`src/logic/ldsr_consts.vh`:
```
// constants shared by the local dimming serial receiver files
`ifndef LDSR_CONSTS_VH
`define LDSR_CONSTS_VH

// register byte offsets on the plain register port
`define LDSR_REG_CTRL 8'h00
`define LDSR_REG_STATUS 8'h04
`define LDSR_REG_ERRCNT 8'h08
`define LDSR_REG_FRMCNT 8'h0C
`define LDSR_REG_GRAY0 8'h10
`define LDSR_REG_GRAY1 8'h14
`define LDSR_REG_GRAY2 8'h18
`define LDSR_REG_GRAY3 8'h1C

// control register fields
`define LDSR_CTRL_FMT10_BIT 0
`define LDSR_CTRL_HOLD_BIT 1
`define LDSR_CTRL_RESET 2'h0

// status register fields
`define LDSR_STAT_DIM_BIT 0
`define LDSR_STAT_SCAN_BIT 1
`define LDSR_STAT_REV_BIT 2
`define LDSR_STAT_OVF_BIT 3
`define LDSR_STAT_EMPTY_BIT 4

// command word fields
`define LDSR_CMD_DIM_BIT 0
`define LDSR_CMD_SCAN_BIT 1
`define LDSR_CMD_REV_BIT 7

// frame layout
`define LDSR_IND8 10'h0AA
`define LDSR_IND10 10'h280
`define LDSR_BITS8 4'h8
`define LDSR_BITS10 4'hA
`define LDSR_FRAME_WORDS 3'h7
`define LDSR_IDX_CMD 3'h1
`define LDSR_IDX_SUM 3'h6

// serial clock limits in kHz, and the system clock in kHz
`define LDSR_SCLK_MIN_KHZ 100
`define LDSR_SCLK_MAX_KHZ 500
`define LDSR_SYSCLK_KHZ 100000
// fastest link clock spans this many system clocks per half period
`define LDSR_SCLK_HALF_CYC (`LDSR_SYSCLK_KHZ / (2 * `LDSR_SCLK_MAX_KHZ))

`endif

```
`src/logic/ldsr_fifo.v`:
```
// word FIFO between the serial shifter and the frame assembler
`timescale 1ns/10ps
`default_nettype none

module ldsr_fifo #(
	parameter WIDTH = 11,
	parameter DEPTH = 16,
	parameter AW = 4
) (
	input wire clk_i,
	input wire rst_i,
	input wire ce_i,
	input wire in_valid_i,
	output wire in_ready_o,
	input wire [WIDTH-1:0] in_data_i,
	output wire out_valid_o,
	input wire out_ready_i,
	output wire [WIDTH-1:0] out_data_o,
	output wire empty_o
);

	reg [WIDTH-1:0] mem_reg [0:DEPTH-1];
	reg [AW-1:0] wr_ptr_reg;
	reg [AW-1:0] rd_ptr_reg;
	reg [AW:0] count_reg;
	wire do_wr;
	wire do_rd;

	// full and empty come from the occupancy count, so DEPTH need not be a power of two
	assign in_ready_o = (count_reg != DEPTH[AW:0]);
	assign out_valid_o = (count_reg != {(AW+1){1'b0}});
	assign empty_o = ~out_valid_o;
	assign out_data_o = mem_reg[rd_ptr_reg];
	assign do_wr = in_valid_i & in_ready_o & ce_i;
	assign do_rd = out_valid_o & out_ready_i & ce_i;

	// storage write, no reset needed for the data itself
	always @(posedge clk_i) begin
		if (do_wr) begin
			mem_reg[wr_ptr_reg] <= in_data_i;
		end
	end

	// pointers wrap at DEPTH
	always @(posedge clk_i) begin
		if (rst_i) begin
			wr_ptr_reg <= {AW{1'b0}};
			rd_ptr_reg <= {AW{1'b0}};
			count_reg <= {(AW+1){1'b0}};
		end else begin
			if (do_wr) begin
				wr_ptr_reg <= (wr_ptr_reg == DEPTH[AW-1:0] - 1'b1) ? {AW{1'b0}} : wr_ptr_reg + 1'b1;
			end
			if (do_rd) begin
				rd_ptr_reg <= (rd_ptr_reg == DEPTH[AW-1:0] - 1'b1) ? {AW{1'b0}} : rd_ptr_reg + 1'b1;
			end
			if (do_wr & ~do_rd) begin
				count_reg <= count_reg + 1'b1;
			end else if (do_rd & ~do_wr) begin
				count_reg <= count_reg - 1'b1;
			end
		end
	end

endmodule

`default_nettype wire

```
`src/logic/ldsr_top.v`:
```
// local dimming serial receiver: link sampler, word FIFO, frame checker, registers
//
// What this block does
// - 8-bit format: seven 8-bit words, indicator, command, four grays, checksum.
// - 10-bit format: same order, 10-bit words, indicator 1010_0000_00.
// - first word is indicator 1010_1010 in the 8-bit format; it starts a new dimming sequence.
// - command bit 0 switches local dimming on or off.
// - command bit 1 switches backlight scanning on or off.
// - command bit 7 set selects reverse scan direction, clear keeps normal.
// - four data words are per-block gray levels, 8 or 10 bits wide.
// - one dimming sequence per frame-sync period.
//
// The address-and-strobe port and the register addresses are this design's own decisions.
`timescale 1ns/10ps
`default_nettype none
`include "ldsr_consts.vh"

module ldsr_top #(
	parameter GRAY_W = 10,
	parameter FIFO_DEPTH = 16,
	parameter FIFO_AW = 4
) (
	input wire SYS_CLK_I,
	input wire RESET_I,
	input wire CE_I,
	input wire FRAME_SYNC_PULSE_I,
	input wire DIMMING_SERIAL_CLK_I,
	input wire DIMMING_SERIAL_INPUT_I,
	input wire [7:0] ADDR_I,
	input wire [31:0] WR_DATA_I,
	input wire WR_STB_I,
	input wire RD_STB_I,
	output reg [31:0] RD_DATA_O,
	output reg LOCAL_DIM_EN_O,
	output reg SCAN_EN_O,
	output reg REVERSE_O,
	output wire [GRAY_W-1:0] GRAY0_O,
	output wire [GRAY_W-1:0] GRAY1_O,
	output wire [GRAY_W-1:0] GRAY2_O,
	output wire [GRAY_W-1:0] GRAY3_O,
	output reg FRAME_OK_O,
	output reg CHECKSUM_ERR_O
);

	localparam FW = GRAY_W + 1;
	localparam ASM_WAIT = 1'b0;
	localparam ASM_BODY = 1'b1;

	// pin synchronisers and edge history
	reg sclk_s1_reg, sclk_s2_reg, sclk_s3_reg;
	reg sd_s1_reg, sd_s2_reg;
	reg fs_s1_reg, fs_s2_reg, fs_s3_reg;
	// shifter state
	reg [GRAY_W-1:0] shift_reg;
	reg [3:0] bit_cnt_reg;
	reg [2:0] word_cnt_reg;
	reg push_valid_reg;
	reg [FW-1:0] push_data_reg;
	// registers
	reg [1:0] ctrl_reg;
	reg ovf_reg;
	reg [7:0] err_cnt_reg;
	reg [7:0] frm_cnt_reg;
	// assembler state
	reg asm_state_reg;
	reg [2:0] asm_idx_reg;
	reg [GRAY_W-1:0] asm_xor_reg;
	reg [GRAY_W-1:0] asm_cmd_reg;
	reg [GRAY_W-1:0] gray_tmp_reg [0:3];
	reg [GRAY_W-1:0] gray_reg [0:3];
	reg apply_reg;

	wire sclk_rise;
	wire fs_rise;
	wire fmt10;
	wire [3:0] word_bits;
	wire [GRAY_W-1:0] shift_next;
	wire [GRAY_W-1:0] word_mask;
	wire [GRAY_W-1:0] indicator;
	wire fifo_in_ready;
	wire fifo_out_valid;
	wire fifo_empty;
	wire [FW-1:0] fifo_out_data;
	wire pop;
	wire pop_first;
	wire [GRAY_W-1:0] pop_word;
	wire [GRAY_W-1:0] xor_next;
	wire ovf_clr;

	assign fmt10 = ctrl_reg[`LDSR_CTRL_FMT10_BIT];
	assign word_bits = fmt10 ? `LDSR_BITS10 : `LDSR_BITS8;
	assign word_mask = fmt10 ? {GRAY_W{1'b1}} : {{(GRAY_W-8){1'b0}}, 8'hFF};
	assign indicator = fmt10 ? `LDSR_IND10 : `LDSR_IND8;
	// only stage two and three feed the edge detectors, stage one is left alone
	assign sclk_rise = sclk_s2_reg & ~sclk_s3_reg;
	assign fs_rise = fs_s2_reg & ~fs_s3_reg;
	assign shift_next = {shift_reg[GRAY_W-2:0], sd_s2_reg};
	// holding the drain lets software freeze settings; words then pile up in the FIFO
	assign pop = fifo_out_valid & ~ctrl_reg[`LDSR_CTRL_HOLD_BIT] & CE_I;
	assign pop_first = fifo_out_data[FW-1];
	assign pop_word = fifo_out_data[GRAY_W-1:0];
	assign xor_next = asm_xor_reg ^ pop_word;
	assign ovf_clr = WR_STB_I & (ADDR_I == `LDSR_REG_STATUS) & WR_DATA_I[`LDSR_STAT_OVF_BIT];

	// two flip-flops on every pin, a third only for edge history
	always @(posedge SYS_CLK_I) begin
		if (RESET_I) begin
			sclk_s1_reg <= 1'b0;
			sclk_s2_reg <= 1'b0;
			sclk_s3_reg <= 1'b0;
			sd_s1_reg <= 1'b0;
			sd_s2_reg <= 1'b0;
			fs_s1_reg <= 1'b0;
			fs_s2_reg <= 1'b0;
			fs_s3_reg <= 1'b0;
		end else if (CE_I) begin
			sclk_s1_reg <= DIMMING_SERIAL_CLK_I;
			sclk_s2_reg <= sclk_s1_reg;
			sclk_s3_reg <= sclk_s2_reg;
			sd_s1_reg <= DIMMING_SERIAL_INPUT_I;
			sd_s2_reg <= sd_s1_reg;
			fs_s1_reg <= FRAME_SYNC_PULSE_I;
			fs_s2_reg <= fs_s1_reg;
			fs_s3_reg <= fs_s2_reg;
		end
	end

	// serial shifter; a sync edge realigns the word count to a fresh sequence
	always @(posedge SYS_CLK_I) begin
		if (RESET_I) begin
			shift_reg <= {GRAY_W{1'b0}};
			bit_cnt_reg <= 4'h0;
			word_cnt_reg <= `LDSR_FRAME_WORDS;
			push_valid_reg <= 1'b0;
			push_data_reg <= {FW{1'b0}};
		end else if (CE_I) begin
			push_valid_reg <= 1'b0;
			if (fs_rise) begin
				shift_reg <= {GRAY_W{1'b0}};
				bit_cnt_reg <= 4'h0;
				word_cnt_reg <= 3'h0;
			end else if (sclk_rise && (word_cnt_reg != `LDSR_FRAME_WORDS)) begin
				// bits after the seventh word wait for the next sync edge
				shift_reg <= shift_next;
				if (bit_cnt_reg == word_bits - 4'h1) begin
					bit_cnt_reg <= 4'h0;
					word_cnt_reg <= word_cnt_reg + 3'h1;
					push_valid_reg <= 1'b1;
					push_data_reg <= {(word_cnt_reg == 3'h0), shift_next & word_mask};
				end else begin
					bit_cnt_reg <= bit_cnt_reg + 4'h1;
				end
			end
		end
	end

	// the link cannot be stalled, so a word meeting a full FIFO is dropped and flagged
	ldsr_fifo #(
		.WIDTH(FW),
		.DEPTH(FIFO_DEPTH),
		.AW(FIFO_AW)
	) u_fifo (
		.clk_i(SYS_CLK_I),
		.rst_i(RESET_I),
		.ce_i(CE_I),
		.in_valid_i(push_valid_reg),
		.in_ready_o(fifo_in_ready),
		.in_data_i(push_data_reg),
		.out_valid_o(fifo_out_valid),
		.out_ready_i(~ctrl_reg[`LDSR_CTRL_HOLD_BIT]),
		.out_data_o(fifo_out_data),
		.empty_o(fifo_empty)
	);

	// frame assembler: waits for an indicator, gathers six more words, checks the sum
	always @(posedge SYS_CLK_I) begin
		if (RESET_I) begin
			asm_state_reg <= ASM_WAIT;
			asm_idx_reg <= 3'h0;
			asm_xor_reg <= {GRAY_W{1'b0}};
			asm_cmd_reg <= {GRAY_W{1'b0}};
			apply_reg <= 1'b0;
			CHECKSUM_ERR_O <= 1'b0;
		end else if (CE_I) begin
			apply_reg <= 1'b0;
			CHECKSUM_ERR_O <= 1'b0;
			if (pop) begin
				if (pop_first) begin
					// a new first word always ends the current frame, even mid-frame; only an indicator starts another
					if (pop_word == indicator) begin
						asm_state_reg <= ASM_BODY;
						asm_idx_reg <= `LDSR_IDX_CMD;
						asm_xor_reg <= pop_word;
					end else begin
						asm_state_reg <= ASM_WAIT;
					end
				end else begin
					case (asm_state_reg)
						ASM_WAIT: begin
							asm_idx_reg <= 3'h0;
						end
						ASM_BODY: begin
							asm_xor_reg <= xor_next;
							asm_idx_reg <= asm_idx_reg + 3'h1;
							if (asm_idx_reg == `LDSR_IDX_CMD) begin
								asm_cmd_reg <= pop_word;
							end
							if (asm_idx_reg == `LDSR_IDX_SUM) begin
								asm_state_reg <= ASM_WAIT;
								// sum equals xor of the first six words when all seven xor to zero
								if (xor_next == {GRAY_W{1'b0}}) begin
									apply_reg <= 1'b1;
								end else begin
									CHECKSUM_ERR_O <= 1'b1;
								end
							end
						end
						default: begin
							asm_state_reg <= ASM_WAIT;
						end
					endcase
				end
			end
		end
	end

	// per-block gray capture and apply; a bad frame never reaches the applied set
	genvar gi;
	generate
		for (gi = 0; gi < 4; gi = gi + 1) begin : g_block
			always @(posedge SYS_CLK_I) begin
				if (RESET_I) begin
					gray_tmp_reg[gi] <= {GRAY_W{1'b0}};
					gray_reg[gi] <= {GRAY_W{1'b0}};
				end else if (CE_I) begin
					if (pop && !pop_first && (asm_state_reg == ASM_BODY) &&
					    (asm_idx_reg == gi + 2)) begin
						gray_tmp_reg[gi] <= pop_word;
					end
					if (apply_reg) begin
						gray_reg[gi] <= gray_tmp_reg[gi];
					end
				end
			end
		end
	endgenerate

	assign GRAY0_O = gray_reg[0];
	assign GRAY1_O = gray_reg[1];
	assign GRAY2_O = gray_reg[2];
	assign GRAY3_O = gray_reg[3];

	// command outputs change only when a whole frame has passed its check
	always @(posedge SYS_CLK_I) begin
		if (RESET_I) begin
			LOCAL_DIM_EN_O <= 1'b0;
			SCAN_EN_O <= 1'b0;
			REVERSE_O <= 1'b0;
			FRAME_OK_O <= 1'b0;
		end else if (CE_I) begin
			FRAME_OK_O <= apply_reg;
			if (apply_reg) begin
				LOCAL_DIM_EN_O <= asm_cmd_reg[`LDSR_CMD_DIM_BIT];
				SCAN_EN_O <= asm_cmd_reg[`LDSR_CMD_SCAN_BIT];
				REVERSE_O <= asm_cmd_reg[`LDSR_CMD_REV_BIT];
			end
		end
	end

	// register writes and counters; overflow set beats a clear in the same cycle
	always @(posedge SYS_CLK_I) begin
		if (RESET_I) begin
			ctrl_reg <= `LDSR_CTRL_RESET;
			ovf_reg <= 1'b0;
			err_cnt_reg <= 8'h00;
			frm_cnt_reg <= 8'h00;
		end else if (CE_I) begin
			if (WR_STB_I && (ADDR_I == `LDSR_REG_CTRL)) begin
				ctrl_reg <= WR_DATA_I[1:0];
			end
			if (push_valid_reg && !fifo_in_ready) begin
				ovf_reg <= 1'b1;
			end else if (ovf_clr) begin
				ovf_reg <= 1'b0;
			end
			if (WR_STB_I && (ADDR_I == `LDSR_REG_ERRCNT)) begin
				err_cnt_reg <= 8'h00;
			end else if (CHECKSUM_ERR_O && (err_cnt_reg != 8'hFF)) begin
				err_cnt_reg <= err_cnt_reg + 8'h01;
			end
			if (WR_STB_I && (ADDR_I == `LDSR_REG_FRMCNT)) begin
				frm_cnt_reg <= 8'h00;
			end else if (FRAME_OK_O) begin
				frm_cnt_reg <= frm_cnt_reg + 8'h01;
			end
		end
	end

	// read data stands one cycle after the strobe, zero otherwise and for unmapped offsets
	always @(posedge SYS_CLK_I) begin
		if (RESET_I) begin
			RD_DATA_O <= 32'h00000000;
		end else if (CE_I) begin
			RD_DATA_O <= 32'h00000000;
			if (RD_STB_I) begin
				if (ADDR_I == `LDSR_REG_CTRL) begin
					RD_DATA_O <= {30'h00000000, ctrl_reg};
				end else if (ADDR_I == `LDSR_REG_STATUS) begin
					RD_DATA_O <= {27'h0000000, fifo_empty, ovf_reg, REVERSE_O, SCAN_EN_O,
						LOCAL_DIM_EN_O};
				end else if (ADDR_I == `LDSR_REG_ERRCNT) begin
					RD_DATA_O <= {24'h000000, err_cnt_reg};
				end else if (ADDR_I == `LDSR_REG_FRMCNT) begin
					RD_DATA_O <= {24'h000000, frm_cnt_reg};
				end else if (ADDR_I == `LDSR_REG_GRAY0) begin
					RD_DATA_O <= {{(32-GRAY_W){1'b0}}, gray_reg[0]};
				end else if (ADDR_I == `LDSR_REG_GRAY1) begin
					RD_DATA_O <= {{(32-GRAY_W){1'b0}}, gray_reg[1]};
				end else if (ADDR_I == `LDSR_REG_GRAY2) begin
					RD_DATA_O <= {{(32-GRAY_W){1'b0}}, gray_reg[2]};
				end else if (ADDR_I == `LDSR_REG_GRAY3) begin
					RD_DATA_O <= {{(32-GRAY_W){1'b0}}, gray_reg[3]};
				end
			end
		end
	end

endmodule

`default_nettype wire

```
`config.mk`:
```
export PLATFORM = sky130hd
export DESIGN_NAME = ldsr_top
export DESIGN_NICKNAME = d
export VERILOG_FILES = /design/src/logic/ldsr_fifo.v /design/src/logic/ldsr_top.v
export VERILOG_INCLUDE_DIRS = /design/src /design/src/logic
export SDC_FILE = /design/constraint.sdc
export NUM_CORES = 1
export LEC_CHECK = 0
export BUFFER_PORTS_ARGS = -buffer_cell sky130_fd_sc_hd__buf_2
export CAP_MARGIN = 10
export CORE_UTILIZATION = 45
export CTS_CLUSTER_DIAMETER = 100
export DETAILED_ROUTE_END_ITERATION = 12
export SLEW_MARGIN = 20
export SYNTH_ARGS = -nofsm -noshare
export SYNTH_HDL_FRONTEND = slang
export SYNTH_SLANG_ARGS = --single-unit
```
`constraint.sdc`:
```
create_clock -name SYS_CLK_I -period 4.05 [get_ports SYS_CLK_I]
set_input_delay 0.2025 -clock SYS_CLK_I [delete_from_list [all_inputs] [get_ports SYS_CLK_I]]
set_output_delay 0.2025 -clock SYS_CLK_I [all_outputs]
set_load 0.05 [all_outputs]
```
==> reports/metrics.cfg <==
[placed_design]
gp_congestion = 0.8634
dp.cells = 1661
portBuffers = 73
dp_hpwl_um = 22870

[layout]
drive_gt1_share_pct = 17.91
fillerInstances = 2861
fin_cells = 1738
finalNetCount = 1329
diodes = 0
synthToLayoutAreaGrowth_pct = 14.06
largest_reg_flops = 176

[critical_path]
crit_family = compound AO/OA/AOI/OAI gates
end_kind = register
path_cells = buf_4 -> mux4_2 -> nand2b_1 -> o221a_2 -> a2111oi_2 -> o211a_1 -> o311ai_0
cp_num_buf_inv = 1
critPathRequiredTime_ns = 4.43
slowest_stage = dfxtp_2
cp-start-kind = register
critical_path_class = reg -> reg
cp_max_fo = 20
worstPathArrival_ns = 3.86
cp_slowest_stage_delay_ns = 0.72

[synth]
ys_warn_count = 0
post-synth-top-count-cell = edfxtp_1
synth_largest_area_cell = edfxtp_1
syn_area_per_cell_um2 = 13.24
syn-cell-area_mm2 = 0.01541
synth_cell_types = 75
synthTopCellsByCount = edfxtp_1 (256), nor2_1 (124), dfxtp_1 (105)
syn_inst = 1164
ys.flop_type = edfxtp_1
synth_seq_cells = 361
synth_top_area_share_pct = 49.87
seq_area_frac_synth_pct = 63.51
synth_edf_count = 256
synth_area_leaders = edfxtp_1 (50%), dfxtp_1 (14%), mux4_2 (5.0%), nor2_1 (3.0%), nand2_1 (2.0%)
synthArstFlopShare_pct = 0

[timing]
fin_skew_ns = 0.02465
setup_viol = 0
fmaxAchievable_mhz = 287.6
timing.final.crit_share_pct = 85.86
worst_pin_slew_ns = 0.8873
rsz0062_at_grt = false
finalHoldViolCount = 0
slew_headroom_pct = 40.85
post-route-min-period_ns = 3.477
report.final.slew_viol_count = 0
tns_ns = 0

[floorplan]
fp-row-count = 67
die_x_um = 187.1
coreArea_mm2 = 0.03362
die_area_mm2 = 0.03500
ioPinCount = 125
die_y_um = 187.1
start_util_pct = 45.85

[routing]
drtIter0Drc = 719
drtAntennaViolNets = 0
wl_met3_um = 2069
top_layer = met4
met1Wirelength_um = 15570
finalWirelength_um = 34180
dr_wl_met2_um = 15720
drc = 0
vias_per_cell = 5.529
drt-wirelength-per-cell_um = 19.66
firstDrtPassIters = 8
vias = 9609

[min_path]
hp-class = in -> reg

[cts]
htree_levels = 2
cts_resized = 0
cts_buffers = 39
post_cts_buffers = 0
clock_latency_ns = 0.55
cts-root-buf = clkbuf_16
cts.sinks = 361
clockBufferDepth = 3
cts-hold-fix-buffers = 6
cts_tree = yes
clk_pin_slew_ns = 0.06

[global_route]
grt_max_degree = 72
grt_pass1_vias = 9248
grt_overflow = 0
grt_pass1_wl_um = 52910
grt_usage_pct = 19.59
antenna_found_initial = 1

[run]
cap_violations = 0

[power]
seq_power_share_pct = 48.8
total_power_uw = 8386
powerDensity_mw_per_mm2 = 477.0
p_int_uw = 6348
sw_frac_of_total_pct = 24.30
clockPowerShare_pct = 40.8
p_sw_uw = 2038
comb_power_share_pct = 10.4
ir_drop_v = 0.0005161
p_leak_uw = 0.006654

[run_status]
status = completed

## cells by family (layout without fill, tap and decap cells)
logic type	Yosys count	count (layout)	share of synthesized area, %
simple gates	383	383	12.19
mux	83	83	9.368
flops	361	361	63.51
compound gates	175	175	7.793
buf+inv	112	217	3.767
fa+ha+maj	21	21	1.753
xor+xnor	28	28	1.591
other cells	1	22	0.02433
## final cells by class
cell class	count	area, µm²	area share, %
repair buffers	118	733.2	4.171
clock inverters	16	146.4	0.8327
inverters	28	105.1	0.5978
flip-flops and latches	361	9792	55.70
clock buffers	55	1087	6.185
multi-input cells	712	5156	29.33
well taps	448	560.5	3.188
## cell usage in the layout, fill, tap and decap left out, types with 31 or more instances in the layout
master / Yosys / final
nor2_1: 124 / 123
mux4_2: 34 / 34
edfxtp_1: 256 / 256
buf_4: 26 / 39
a21oi_1: 62 / 62
mux2i_1: 31 / 31
buf_2: 7 / 72
and2_1: 41 / 41
nand2_1: 83 / 83
dfxtp_1: 105 / 103
clkbuf_16: 0 / 40
## worst reg2reg max path: stages (launching register included)
cell       delay, ns
dfxtp_2         0.72
buf_4           0.36
mux4_2          0.54
nand2b_1        0.18
o221a_2         0.20
a2111oi_2       0.56
o211a_1         0.56
o311ai_0        0.20
## worst paths after layout
kind | startpoint | endpoint | slack [ns] | cells past startpoint
max | register | asm_xor_reg[7] | 0.57 | 7
min | RESET_I | asm_cmd_reg[7] | 0.1 | 2
max reg2reg | register | asm_xor_reg[7] | 0.57 | 7
min reg2reg | RD_DATA_O[1] | RD_DATA_O[1] | 0.46 | 2
## metal layers
layer,vias to the layer above,global-route usage [%]
li1,4513,-
met1,4745,27.81
met2,289,30.77
met3,62,3.471
met4,0,5.895
met5,-,0
## through the flow
stage / hold WS, ns / worst slack [ns] / utilization, % / cell area (µm²)
finish: 0.09738 / 0.5725 / 52.30 / 17580
CTS: 0.08060 / 0.5711 / 52.30 / 17580
global placement: 0.4380 / 0.6267 / 48.43 / 16280
global route: 0.1259 / 0.3818 / 52.30 / 17580
floorplan: 0.3497 / 1.190 / - / 15490
detailed placement: 0.4484 / 0.6060 / 48.45 / 16290
## power groups by stage
stage	Sequential [µW]	Clock, µW	Combinational [µW]
6_report	4090	3420	870
4_1_cts	4090	3490	882
2_1_floorplan	4170	0	699
5_1_grt	4110	3640	960
3_3_place_gp	4170	0	868
3_5_place_dp	4170	0	875
Note: power is estimated with default switching activity, not from simulation.
